## config.mk

```make
export PLATFORM = sky130hd
export DESIGN_NAME = ref_qualify_timer_regs
export DESIGN_NICKNAME = d
export VERILOG_FILES = /design/src/shared/ref_qualify_pkg.sv /design/src/rtl/guard_soak_timer.sv /design/src/rtl/ref_qualify_timer_regs.sv
export VERILOG_INCLUDE_DIRS = /design/src /design/src/shared
export SDC_FILE = /design/constraint.sdc
export NUM_CORES = 1
export LEC_CHECK = 0
export BUFFER_PORTS_ARGS = -buffer_cell sky130_fd_sc_hd__clkbuf_2
export CORE_AREA = 2 2 262 264
export DETAILED_ROUTE_END_ITERATION = 16
export DIE_AREA = 0 0 264 266
export SYNTH_ARGS = -nofsm -noshare
export SYNTH_HDL_FRONTEND = slang
export SYNTH_SLANG_ARGS = --single-unit
```

## constraint.sdc

```tcl
create_clock -name clk_in -period 12.18 [get_ports clk_in]
set_clock_uncertainty 0.15 [all_clocks]
set_input_delay 3.045 -clock clk_in [delete_from_list [all_inputs] [get_ports clk_in]]
set_output_delay 3.045 -clock clk_in [all_outputs]
set_load 0.05 [all_outputs]
```

## src/shared/ref_qualify_defines.svh

```systemverilog
// Purpose: Offsets, field positions, reset values and timing counts for the reference qualify register bank
// Assumes: 125 MHz system clock, byte-wide register port
// Notes: Times are given in their own units, cycle counts derived from them
`ifndef REF_QUALIFY_DEFINES_SVH
`define REF_QUALIFY_DEFINES_SVH

`define RQ_ADDR_FAIL_DELAY 7'h0b
`define RQ_ADDR_RECOVER_DELAY 7'h0c
`define RQ_ADDR_FREEZE 7'h0d
`define RQ_ADDR_BASE_HI 7'h10
`define RQ_ADDR_BASE_LO 7'h11

`define RQ_RST_FAIL_DELAY 8'haa
`define RQ_RST_RECOVER_DELAY 8'h55
`define RQ_RST_FREEZE 8'h00
`define RQ_RST_BASE_RATE 16'h9c40

`define RQ_FREEZE_ON 8'h01
`define RQ_FREEZE_OFF 8'h00

`define RQ_SEL_W 2
`define RQ_NUM_REFS 4

`define RQ_CLK_HZ 125000000
`define RQ_T_MIN_CYC 1
`define RQ_T_SHORT_MS 10
`define RQ_T_MID_MS 50
`define RQ_T_LONG_MS 2500
`define RQ_MS_TO_CYC(ms) ((ms) * (`RQ_CLK_HZ / 1000))

`define RQ_MULT_0 4'd2
`define RQ_MULT_1 4'd4
`define RQ_MULT_2 4'd6
`define RQ_MULT_3 4'd8

`define RQ_CNT_W 35

`endif

```

## src/shared/ref_qualify_pkg.sv

```systemverilog
// Purpose: Types shared by the reference qualify register bank
// Assumes: Constants live in ref_qualify_defines.svh
// Notes: Holds types only
package ref_qualify_pkg;

    // Register port request from the serial management front end
    typedef struct packed {
        logic wr;
        logic rd;
        logic [6:0] addr;
        logic [7:0] wdata;
    } reg_req_s;

    // Per-reference monitor flags
    typedef struct packed {
        logic coarse_rate_check;
        logic single_period_check;
    } mon_flags_s;

    // Qualification timer states
    typedef enum logic [1:0] {
        ST_QUALIFIED = 2'b00,
        ST_FAIL_WAIT = 2'b01,
        ST_DISQUALIFIED = 2'b10,
        ST_RECOVER_WAIT = 2'b11
    } soak_state_e;

endpackage : ref_qualify_pkg

```

## src/rtl/guard_soak_timer.sv

```systemverilog
// Purpose: Guard soak timer for one reference input
// Assumes: Monitor flags synchronous to clk_in
// Notes: Counts system clock cycles; a broken condition restarts the wait
`include "ref_qualify_defines.svh"
`timescale 1ns/1ps
`default_nettype none

module guard_soak_timer
(
    input wire logic clk_in,
    input wire logic rstn_in,
    input wire logic ce_in,
    input wire ref_qualify_pkg::mon_flags_s flags_in,
    input wire logic [1:0] fail_sel_in,
    input wire logic [1:0] recover_sel_in,
    output logic soak_fail_out
);
    import ref_qualify_pkg::*;

    // Cycle count for a disqualify select code
    function automatic logic [`RQ_CNT_W-1:0] fail_cycles(input logic [1:0] sel);
        unique case (sel)
            2'b00: fail_cycles = `RQ_CNT_W'(`RQ_T_MIN_CYC);
            2'b01: fail_cycles = `RQ_CNT_W'(`RQ_MS_TO_CYC(`RQ_T_SHORT_MS));
            2'b10: fail_cycles = `RQ_CNT_W'(`RQ_MS_TO_CYC(`RQ_T_MID_MS));
            2'b11: fail_cycles = `RQ_CNT_W'(`RQ_MS_TO_CYC(`RQ_T_LONG_MS));
        endcase
    endfunction : fail_cycles

    // Multiplier for a requalify select code
    function automatic logic [3:0] recover_mult(input logic [1:0] sel);
        unique case (sel)
            2'b00: recover_mult = `RQ_MULT_0;
            2'b01: recover_mult = `RQ_MULT_1;
            2'b10: recover_mult = `RQ_MULT_2;
            2'b11: recover_mult = `RQ_MULT_3;
        endcase
    endfunction : recover_mult

    soak_state_e state_q; // Qualification state
    soak_state_e state_d;
    logic [`RQ_CNT_W-1:0] cnt_q; // Cycles spent in the current wait
    logic [`RQ_CNT_W-1:0] cnt_d;
    wire logic fault = flags_in.coarse_rate_check | flags_in.single_period_check;
    wire logic [`RQ_CNT_W-1:0] fail_lim = fail_cycles(fail_sel_in);
    // Product fits: 8 x 2.5 s of cycles is under 2^35
    wire logic [`RQ_CNT_W-1:0] rec_lim = `RQ_CNT_W'(fail_lim * recover_mult(recover_sel_in));
    wire logic fail_done = (cnt_q + `RQ_CNT_W'(1)) >= fail_lim;
    wire logic rec_done = (cnt_q + `RQ_CNT_W'(1)) >= rec_lim;

    // Next state; a lapse of the condition restarts the wait
    always_comb
    begin
        state_d = state_q;
        cnt_d = cnt_q + `RQ_CNT_W'(1);
        unique case (state_q)
            ST_QUALIFIED:
            begin
                cnt_d = '0;
                if (fault)
                    state_d = ST_FAIL_WAIT;
            end
            ST_FAIL_WAIT:
            begin
                if (!fault)
                begin
                    state_d = ST_QUALIFIED;
                    cnt_d = '0;
                end
                else if (fail_done)
                begin
                    state_d = ST_DISQUALIFIED;
                    cnt_d = '0;
                end
            end
            ST_DISQUALIFIED:
            begin
                cnt_d = '0;
                if (!fault)
                    state_d = ST_RECOVER_WAIT;
            end
            ST_RECOVER_WAIT:
            begin
                if (fault)
                begin
                    state_d = ST_DISQUALIFIED;
                    cnt_d = '0;
                end
                else if (rec_done)
                begin
                    state_d = ST_QUALIFIED;
                    cnt_d = '0;
                end
            end
        endcase
    end

    // State registers, frozen by clock enable
    always_ff @(posedge clk_in)
    begin
        if (!rstn_in)
        begin
            state_q <= ST_QUALIFIED;
            cnt_q <= '0;
        end
        else if (ce_in)
        begin
            state_q <= state_d;
            cnt_q <= cnt_d;
        end
    end

    // Failed while disqualified or waiting to recover
    always_ff @(posedge clk_in)
    begin
        if (!rstn_in)
            soak_fail_out <= 1'b0;
        else if (ce_in)
            soak_fail_out <= state_d[1];
    end

endmodule : guard_soak_timer

`default_nettype wire

```

## src/rtl/ref_qualify_timer_regs.sv

```systemverilog
// Purpose: Guard soak delay, status freeze and reference 0 base rate registers
// Assumes: Byte-wide register port from the serial management front end, synchronous to clk_in
// Notes: Registers sit at their printed byte addresses
//
// How it works
// Two-bit select picks disqualify delay
// Disqualify wait starts on either flag
// Requalify delay is disqualify times 2/4/6/8
// Requalify wait needs both flags clear
// Reference n uses bits 2n+1:2n
// Delay registers reset to aa and 55
// Writing 01 freezes sticky status updates
// Writing 00 resumes sticky status updates
// Base rate is 16-bit hertz value
// Host writes high byte at lower address
// Flags come from the reference monitors
// Lapsed condition restarts timer, state unchanged; the code drops back to ST_QUALIFIED or ST_DISQUALIFIED instead
`include "ref_qualify_defines.svh"
`timescale 1ns/1ps
`default_nettype none

module ref_qualify_timer_regs
(
    input wire logic clk_in,
    input wire logic rstn_in,
    input wire logic ce_in,
    input wire ref_qualify_pkg::reg_req_s req_in,
    output logic [7:0] rdata_out,
    output logic rvalid_out,
    input wire ref_qualify_pkg::mon_flags_s [3:0] flags_in,
    output logic [3:0] soak_fail_out,
    output logic status_freeze_out,
    output logic [15:0] ref0_base_rate_out
);
    import ref_qualify_pkg::*;

    logic [7:0] fail_delay_q; // guard_soak_fail_delay
    logic [7:0] recover_delay_q; // guard_soak_recover_delay
    logic [7:0] freeze_ctrl_q; // status_freeze_control
    logic [15:0] base_rate_q; // ref0_base_rate
    logic freeze_q; // Freeze level seen by sticky status logic
    logic [7:0] rdata_q;
    logic rvalid_q;

    // Address decode
    wire logic hit_fail = req_in.addr == `RQ_ADDR_FAIL_DELAY;
    wire logic hit_rec = req_in.addr == `RQ_ADDR_RECOVER_DELAY;
    wire logic hit_frz = req_in.addr == `RQ_ADDR_FREEZE;
    wire logic hit_bhi = req_in.addr == `RQ_ADDR_BASE_HI;
    wire logic hit_blo = req_in.addr == `RQ_ADDR_BASE_LO;
    wire logic wr_en = req_in.wr & ce_in;

    // Read mux; unmapped addresses read zero
    wire logic [7:0] rd_mux =
        hit_fail ? fail_delay_q :
        hit_rec ? recover_delay_q :
        hit_frz ? freeze_ctrl_q :
        hit_bhi ? base_rate_q[15:8] :
        hit_blo ? base_rate_q[7:0] :
        8'h00;

    // Delay selects and freeze register
    always_ff @(posedge clk_in)
    begin
        if (!rstn_in)
        begin
            fail_delay_q <= `RQ_RST_FAIL_DELAY;
            recover_delay_q <= `RQ_RST_RECOVER_DELAY;
            freeze_ctrl_q <= `RQ_RST_FREEZE;
        end
        else if (wr_en)
        begin
            if (hit_fail)
                fail_delay_q <= req_in.wdata;
            if (hit_rec)
                recover_delay_q <= req_in.wdata;
            if (hit_frz)
                freeze_ctrl_q <= req_in.wdata;
        end
    end

    // Freeze follows only the two defined codes; other values keep the last state
    always_ff @(posedge clk_in)
    begin
        if (!rstn_in)
            freeze_q <= 1'b0;
        else if (wr_en && hit_frz)
        begin
            if (req_in.wdata == `RQ_FREEZE_ON)
                freeze_q <= 1'b1;
            else if (req_in.wdata == `RQ_FREEZE_OFF)
                freeze_q <= 1'b0;
        end
    end

    // Base rate, big endian byte halves, each byte applied on its own write
    always_ff @(posedge clk_in)
    begin
        if (!rstn_in)
            base_rate_q <= `RQ_RST_BASE_RATE;
        else if (wr_en)
        begin
            if (hit_bhi)
                base_rate_q[15:8] <= req_in.wdata;
            if (hit_blo)
                base_rate_q[7:0] <= req_in.wdata;
        end
    end

    // Registered read data, one cycle after the read strobe
    always_ff @(posedge clk_in)
    begin
        if (!rstn_in)
        begin
            rdata_q <= 8'h00;
            rvalid_q <= 1'b0;
        end
        else if (ce_in)
        begin
            rvalid_q <= req_in.rd;
            if (req_in.rd)
                rdata_q <= rd_mux;
        end
    end

    assign rdata_out = rdata_q;
    assign rvalid_out = rvalid_q;
    assign status_freeze_out = freeze_q;
    assign ref0_base_rate_out = base_rate_q;

    // One guard soak timer per reference
    genvar g;
    generate
        for (g = 0; g < `RQ_NUM_REFS; g++)
        begin : g_ref
            guard_soak_timer u_timer
            (
                .clk_in(clk_in),
                .rstn_in(rstn_in),
                .ce_in(ce_in),
                .flags_in(flags_in[g]),
                .fail_sel_in(fail_delay_q[2*g +: `RQ_SEL_W]),
                .recover_sel_in(recover_delay_q[2*g +: `RQ_SEL_W]),
                .soak_fail_out(soak_fail_out[g])
            );
        end
    endgenerate

endmodule : ref_qualify_timer_regs

`default_nettype wire

```

## After elaboration in Yosys (flattened, before gate mapping)

Index checks and enable logic that the tools add are counted.

- Flip-flop bits (word level): 198
- Output and inout bits: 30

- Add/subtract/negate cells: 4
- Bitwise gates (word level): 5
- $mul: 4
- Mux-type cells: 63
- Equal/unequal tests: 58
- Reduce and logical (&&, ||, !) cells: 30
- Magnitude comparators: 8

Operators with widths:

| cell | count |
|---|---|
| $mux W35 | 16 |
| $pmux W35 S4 | 4 |
| $pmux W35 S3 | 4 |
| $ge A35 B35 Y1 | 8 |
| $add A35 B1 Y35 const B | 4 |
| $mul A35 B4 Y35 | 4 |
| $pmux W4 S4 | 4 |
| $eq A2 B2 Y1 const B | 24 |
| $mux W2 | 24 |
| $mux W8 | 5 |
| $pmux W2 S4 | 4 |
| $eq A2 B1 Y1 const B | 12 |
| $logic_not A2 Y1 | 12 |
| $eq A7 B4 Y1 const B | 3 |
| $reduce_and A5 Y1 | 4 |
| $eq A7 B5 Y1 const B | 2 |
| $reduce_and A2 Y1 | 7 |
| $ne A3 B1 Y1 const B | 4 |
| $ne A3 B3 Y1 const B | 4 |
| $eq A8 B1 Y1 const B | 1 |
| $logic_not A8 Y1 | 1 |
| $ne A2 B1 Y1 const B | 4 |
| $ne A2 B2 Y1 const B | 4 |
| $reduce_or A2 Y1 | 4 |
| other kinds (5) | 9 |

## Longest topological paths before layout

- Depth in word-level cells: 7
- Gate-level depth with buffers: 31
- Depth with buffers taken out: 28

## By module

From an unflattened synthesis, not the netlist that was laid out.

- Cell total of the unflattened synthesis: 2968
- Area total of the unflattened synthesis: 24367.1 um^2

By module, submodules not included:

| module | cells an instance | area each (um^2) | instances | sequential area each (um^2) |
|---|---|---|---|---|
| guard_soak_timer at g_ref[2].u_timer | 703 | 5704.2 | 1 | 740.7 |
| guard_soak_timer at g_ref[1].u_timer | 680 | 5531.6 | 1 | 740.7 |
| guard_soak_timer at g_ref[0].u_timer | 683 | 5519.0 | 1 | 740.7 |
| guard_soak_timer at g_ref[3].u_timer | 669 | 5390.2 | 1 | 740.7 |
| ref_qualify_timer_regs | 233 | 2222.1 | 1 | 1001.0 |

## Least setup slack after synthesis

No wires, ideal clock.

- Path type: register to register
- Start point: register recover_delay_q[4]
- End point: register with a tool-made name
- Setup slack: 5298 ps
- Arrival: 6656 ps
- Buffers on the path: 1
- Required time: 11954 ps
- Stages on the path, launching flop included: 29
- Period minus slack after synthesis: 6882 ps
- Path through: dfxtp_1 -> inv_1 -> ha_1 -> or2_2 -> clkbuf_1 -> nand2_1 -> clkinv_1 -> fa_1 -> ha_1 -> fa_1 -> a21o_1 -> a21oi_1 -> o21ai_0 -> a311oi_1 -> o21ai_0 -> a31oi_1 -> o21ai_0 -> a21oi_1 -> xor2_1 -> ha_1 -> nand4_1 -> or4_1 -> or4_1 -> o21ai_0 -> a211oi_1 -> o211ai_1 -> o21ai_0 -> or3_1 -> a21boi_0

RTL lines:

| what | line | source |
|---|---|---|
| start, declared | ref_qualify_timer_regs.sv:38 | `logic [7:0] recover_delay_q;` |
| start signal, assigned | ref_qualify_timer_regs.sv:68 | `` recover_delay_q <= `RQ_RST_RECOVER_DELAY; `` |
| start signal, assigned | ref_qualify_timer_regs.sv:76 | `recover_delay_q <= req_in.wdata;` |

==> summary.md <==
| Metric | Value |
|---|---|
| Ratio of total power to cell area | between 50 and 60 nW/um^2 |
| Total congestion overflow after global routing | 0 |
| Total leakage power | ~12 nW |
| Post-route worst hold slack | 0.3406 ns |
| Sw power | around 370 uW |
| Combinational share of power | ~7.5% |
| Clock tree from TritonCTS | done |
| Post-detailed-route DRC marker count | 0 |
| CTS HTree Levels | 4 |
| Final count of negative-setup-slack endpoints | 0 |
| Source of the critical timing path | recover_delay_q[4] |
| Clock Tree Buf Depth | 2 |
| Most common cell after layout, fill and taps aside | ha_1 |
| R2r setup slk | approximately 4.2 ns |
| CTS Buf Count | 17 |
| Number of max-cap violations | 0 |
| Number of inserted filler cells in the final layout | about 7,100 |
| Core Box Area | around 68,000 um^2 |
| DRT antenna net count | 0 |
| Cells after synthesis | 2,759 |
| RSZ-0062 raised after global routing | no |
| Maximum clock rate | ~0.13 GHz |
| Via count | roughly 20,000 |
| Global-route wire length before repair | approximately 99,000 um |
| Register-to-Register Path Depth | 27 |
| Critical Path AT | a little over 8 ns |
| Required time at the worst-slack endpoint | roughly 12 ns |
| Count of unique library cells instantiated by Yosys | 73 |
| Later-pin clock latency in the skew report | ~0.5 ns |
| Reg clk slew, reported paths | around 0.080 ns |
| Die extent in x | roughly 260 um |
| Area of the mapped netlist | between 20,000 and 25,000 um^2 |
| PostCTS Resize Cnt | 0 |
| Worst slew margin | between 20% and 30% |
| Worst IR drop on VDD | between 0.00006 and 0.00007 V |
| Worst hold path stage count | 1 |
| Result of the run | complete, no violations |
| Critical path start-end classification | flip-flop to flip-flop |
| Syn_area_per_cell | between 8 and 9 um^2 |
| Flip-flop and latch area | 3964 um^2 |
| Worst reg2reg path startpoint | recover_delay_q[4] |
| Switching Fraction | 27.30% |
| Detailed-router iteration count before antenna repair | 5 |
| Effective utilization at floorplan | 33.63% |
| Initial antenna violation count | 0 |
| Fraction of final layout cells with drive strength greater than 1 | under 10% |
| Area delta synth->final | 7.852% |
| Final clock period utilization by the worst path | 65.58% |
| Final total negative setup slack | 0 ns |
| Total Routing Usage GR | 17.55% |
| Library cell used as clock root buffer | clkbuf_16 |
| Number of top-level pins | 58 |
| Number of enable flip-flop cells after synthesis | 0 |
| Routability cong. | around 0.85 |
| Routed wirelength normalized by instance count | approximately 17 um |
| Syn_nets | approximately 3,300 |
| Slew @ Worst Pin | approximately 1.2 ns |
| Flip-flop and latch count after synthesis | ~200 |
| Die height | about 270 um |
| Hold path startpoint | g_ref[3].u_timer.cnt_q[33] |
| Number of placement rows | 96 |
| Average vias per placed instance | approximately 5.4 |
| Port Buffers | between 50 and 60 |
| DRC violation total after the first TritonRoute iteration | 1,446 |
| Number of clock sinks seen by CTS | around 200 |
| Final-report max-slew violation count | 0 |
| Number of global-route vias before repair | between 15,000 and 20,000 |
| DP HPWL | 49,820 um |
| Critical Path Source Type | flip-flop |
| Aggregate routed wire length | 61,730 um |
| Type of the tightest min-delay check | flip-flop to flip-flop |
| Hold Fails Final Rpt | 0 |
| Post-CTS setup buffers | 0 |
| Count of nets after finishing | roughly 3,300 |
| Clk pwr share | about 44% |
| Synthesis warning total | 0 |
| Number of antenna diodes | 0 |
| Prevailing post-synth register cell | dfxtp_1 |
| Cell internal power dissipation | 994.0 uW |
| Commonest cells after routing, fill and taps aside | ha_1 (436), nand2_1 (245), dfxtp_1 (198) |
| Sequential share of power | between 40 and 50% |
| Number of buffers added to fix hold violations after cts | 0 |
| Async set or reset register ratio after synthesis | 0% |
| Area taken by multi-input logic gates | ~18,000 um^2 |
| Top fanout value on the critical path | 9 |
| Worst Hold End | g_ref[3].u_timer.cnt_q[33] |
| Fraction of the yosys area taken by sequential cells | 17.40% |
| Tmin final | about 8.0 ns |
| Largest net degree at the start of global routing | between 70 and 80 |
| Die Area | roughly 70,000 um^2 |
| Crit path capture type | flip-flop |
## worst max-delay path, stage by stage, from the launching register on
cell	delay [ns]
dfxtp_1	0.36
inv_1	0.08
ha_1	0.20
or2_2	0.38
nand2_1	0.20
clkinv_1	0.31
fa_1	0.56
ha_1	0.35
ha_1	0.32
a211oi_1	0.32
nor3_1	0.12
o31ai_1	0.31
a21oi_1	0.17
o21ai_0	0.29
o21bai_1	0.11
a21oi_1	0.28
mux2i_1	0.13
a2111oi_0	0.52
ha_1	0.22
nand4_1	0.11
or4_1	0.56
or4_1	0.56
o21ai_0	0.19
a211oi_1	0.09
o211ai_1	0.12
o21ai_0	0.34
or3_1	0.45
a21boi_0	0.14
## area by class of cell
type	instances	area share, %
multi-input cells	2271	72.22
flip-flops and latches	198	16.13
well taps	882	4.491
inverters	198	3.024
clock buffers	18	1.787
repair buffers	74	1.680
clock inverters	14	0.6721
## power groups by stage
stage | clock (mW) | sequential [mW] | combinational, mW
floorplan | 0 | 0.677 | 0.0609
global placement | 0 | 0.674 | 0.102
detailed placement | 0 | 0.674 | 0.102
CTS | 0.616 | 0.659 | 0.103
global route | 0.637 | 0.660 | 0.112
finish | 0.605 | 0.659 | 0.103
## synthesized netlist by cell type, types with 10 or more instances
master	n	area, um^2
a211oi_1	20	150.1
or3_1	16	100.1
o21bai_1	12	90.09
o21a_1	21	157.7
nor3_1	69	345.3
a21oi_1	119	595.6
nor2_1	152	570.6
nand2b_1	12	75.07
o211ai_1	28	210.2
dfxtp_1	198	3964
and2_1	30	187.7
o21ai_0	119	595.6
nor4_1	30	187.7
fa_1	48	960.9
clkbuf_1	79	296.5
ha_1	436	5455
a21boi_0	14	105.1
xor2_1	97	849.6
nor2b_1	41	256.5
mux2i_1	40	400.4
a32o_1	24	240.2
and4_1	19	166.4
nand3_1	93	465.5
a21o_1	63	473.0
a22o_1	68	595.6
xnor2_1	139	1217
or4_1	10	75.07
or2_2	20	125.1
a2111oi_0	11	96.34
and3_1	38	237.7
o31ai_1	15	112.6
a31oi_1	25	156.4
nand2_1	245	919.6
inv_1	195	732.0
nand4_1	83	519.3
## worst max-delay path by stage
stage	to	slack (ns)
floorplan	flip-flop	5.30
detailed placement	flip-flop	4.19
finish	flip-flop	4.19
global route	g_ref[1].u_timer.cnt_q[0]	3.50
CTS	flip-flop	4.15
global placement	flip-flop	4.25
## state kept, by name, indices dropped and copies added (netlist names), named ones only
register	count
rdata_out	8
freeze_ctrl_q	8
g_ref.u_timer.state_q	4
ref0_base_rate_out	16
fail_delay_q	8
rvalid_out	1
g_ref.u_timer.cnt_q	140
recover_delay_q	8
status_freeze_out	1
## stage by stage
stage	std cells	cell area (um^2)	total power, mW	worst slack [ns]	util, %
floorplan	2759	22790	0.7375	5.298	-
global placement	3623	23970	0.7767	4.252	35.38
detailed placement	3623	23970	0.7767	4.192	35.38
CTS	3655	24570	1.378	4.146	36.28
global route	3655	24570	1.409	3.500	36.28
finish	3655	24570	1.367	4.193	36.28
## per-layer routing
metal / up-vias / track usage, % / wire (um)
met5: - / 0 / 0
li1: 10090 / - / -
met3: 55 / 3.031 / 3408
met4: 0 / 4.760 / 1105
met2: 433 / 27.16 / 26270
met1: 9191 / 24.98 / 30950
## kinds of logic after synthesis
logic type,Yosys count,share of synthesized area (%)
and+or+nand+nor,897,20.07
AOI/OAI and AO/OA,614,18.60
adders and majority gates,484,28.16
buffers and inverters,290,4.948
xor gates and xnor gates,236,9.071
DFF,198,17.40
muxes,40,1.757
(Power assumes the default switching activity.)
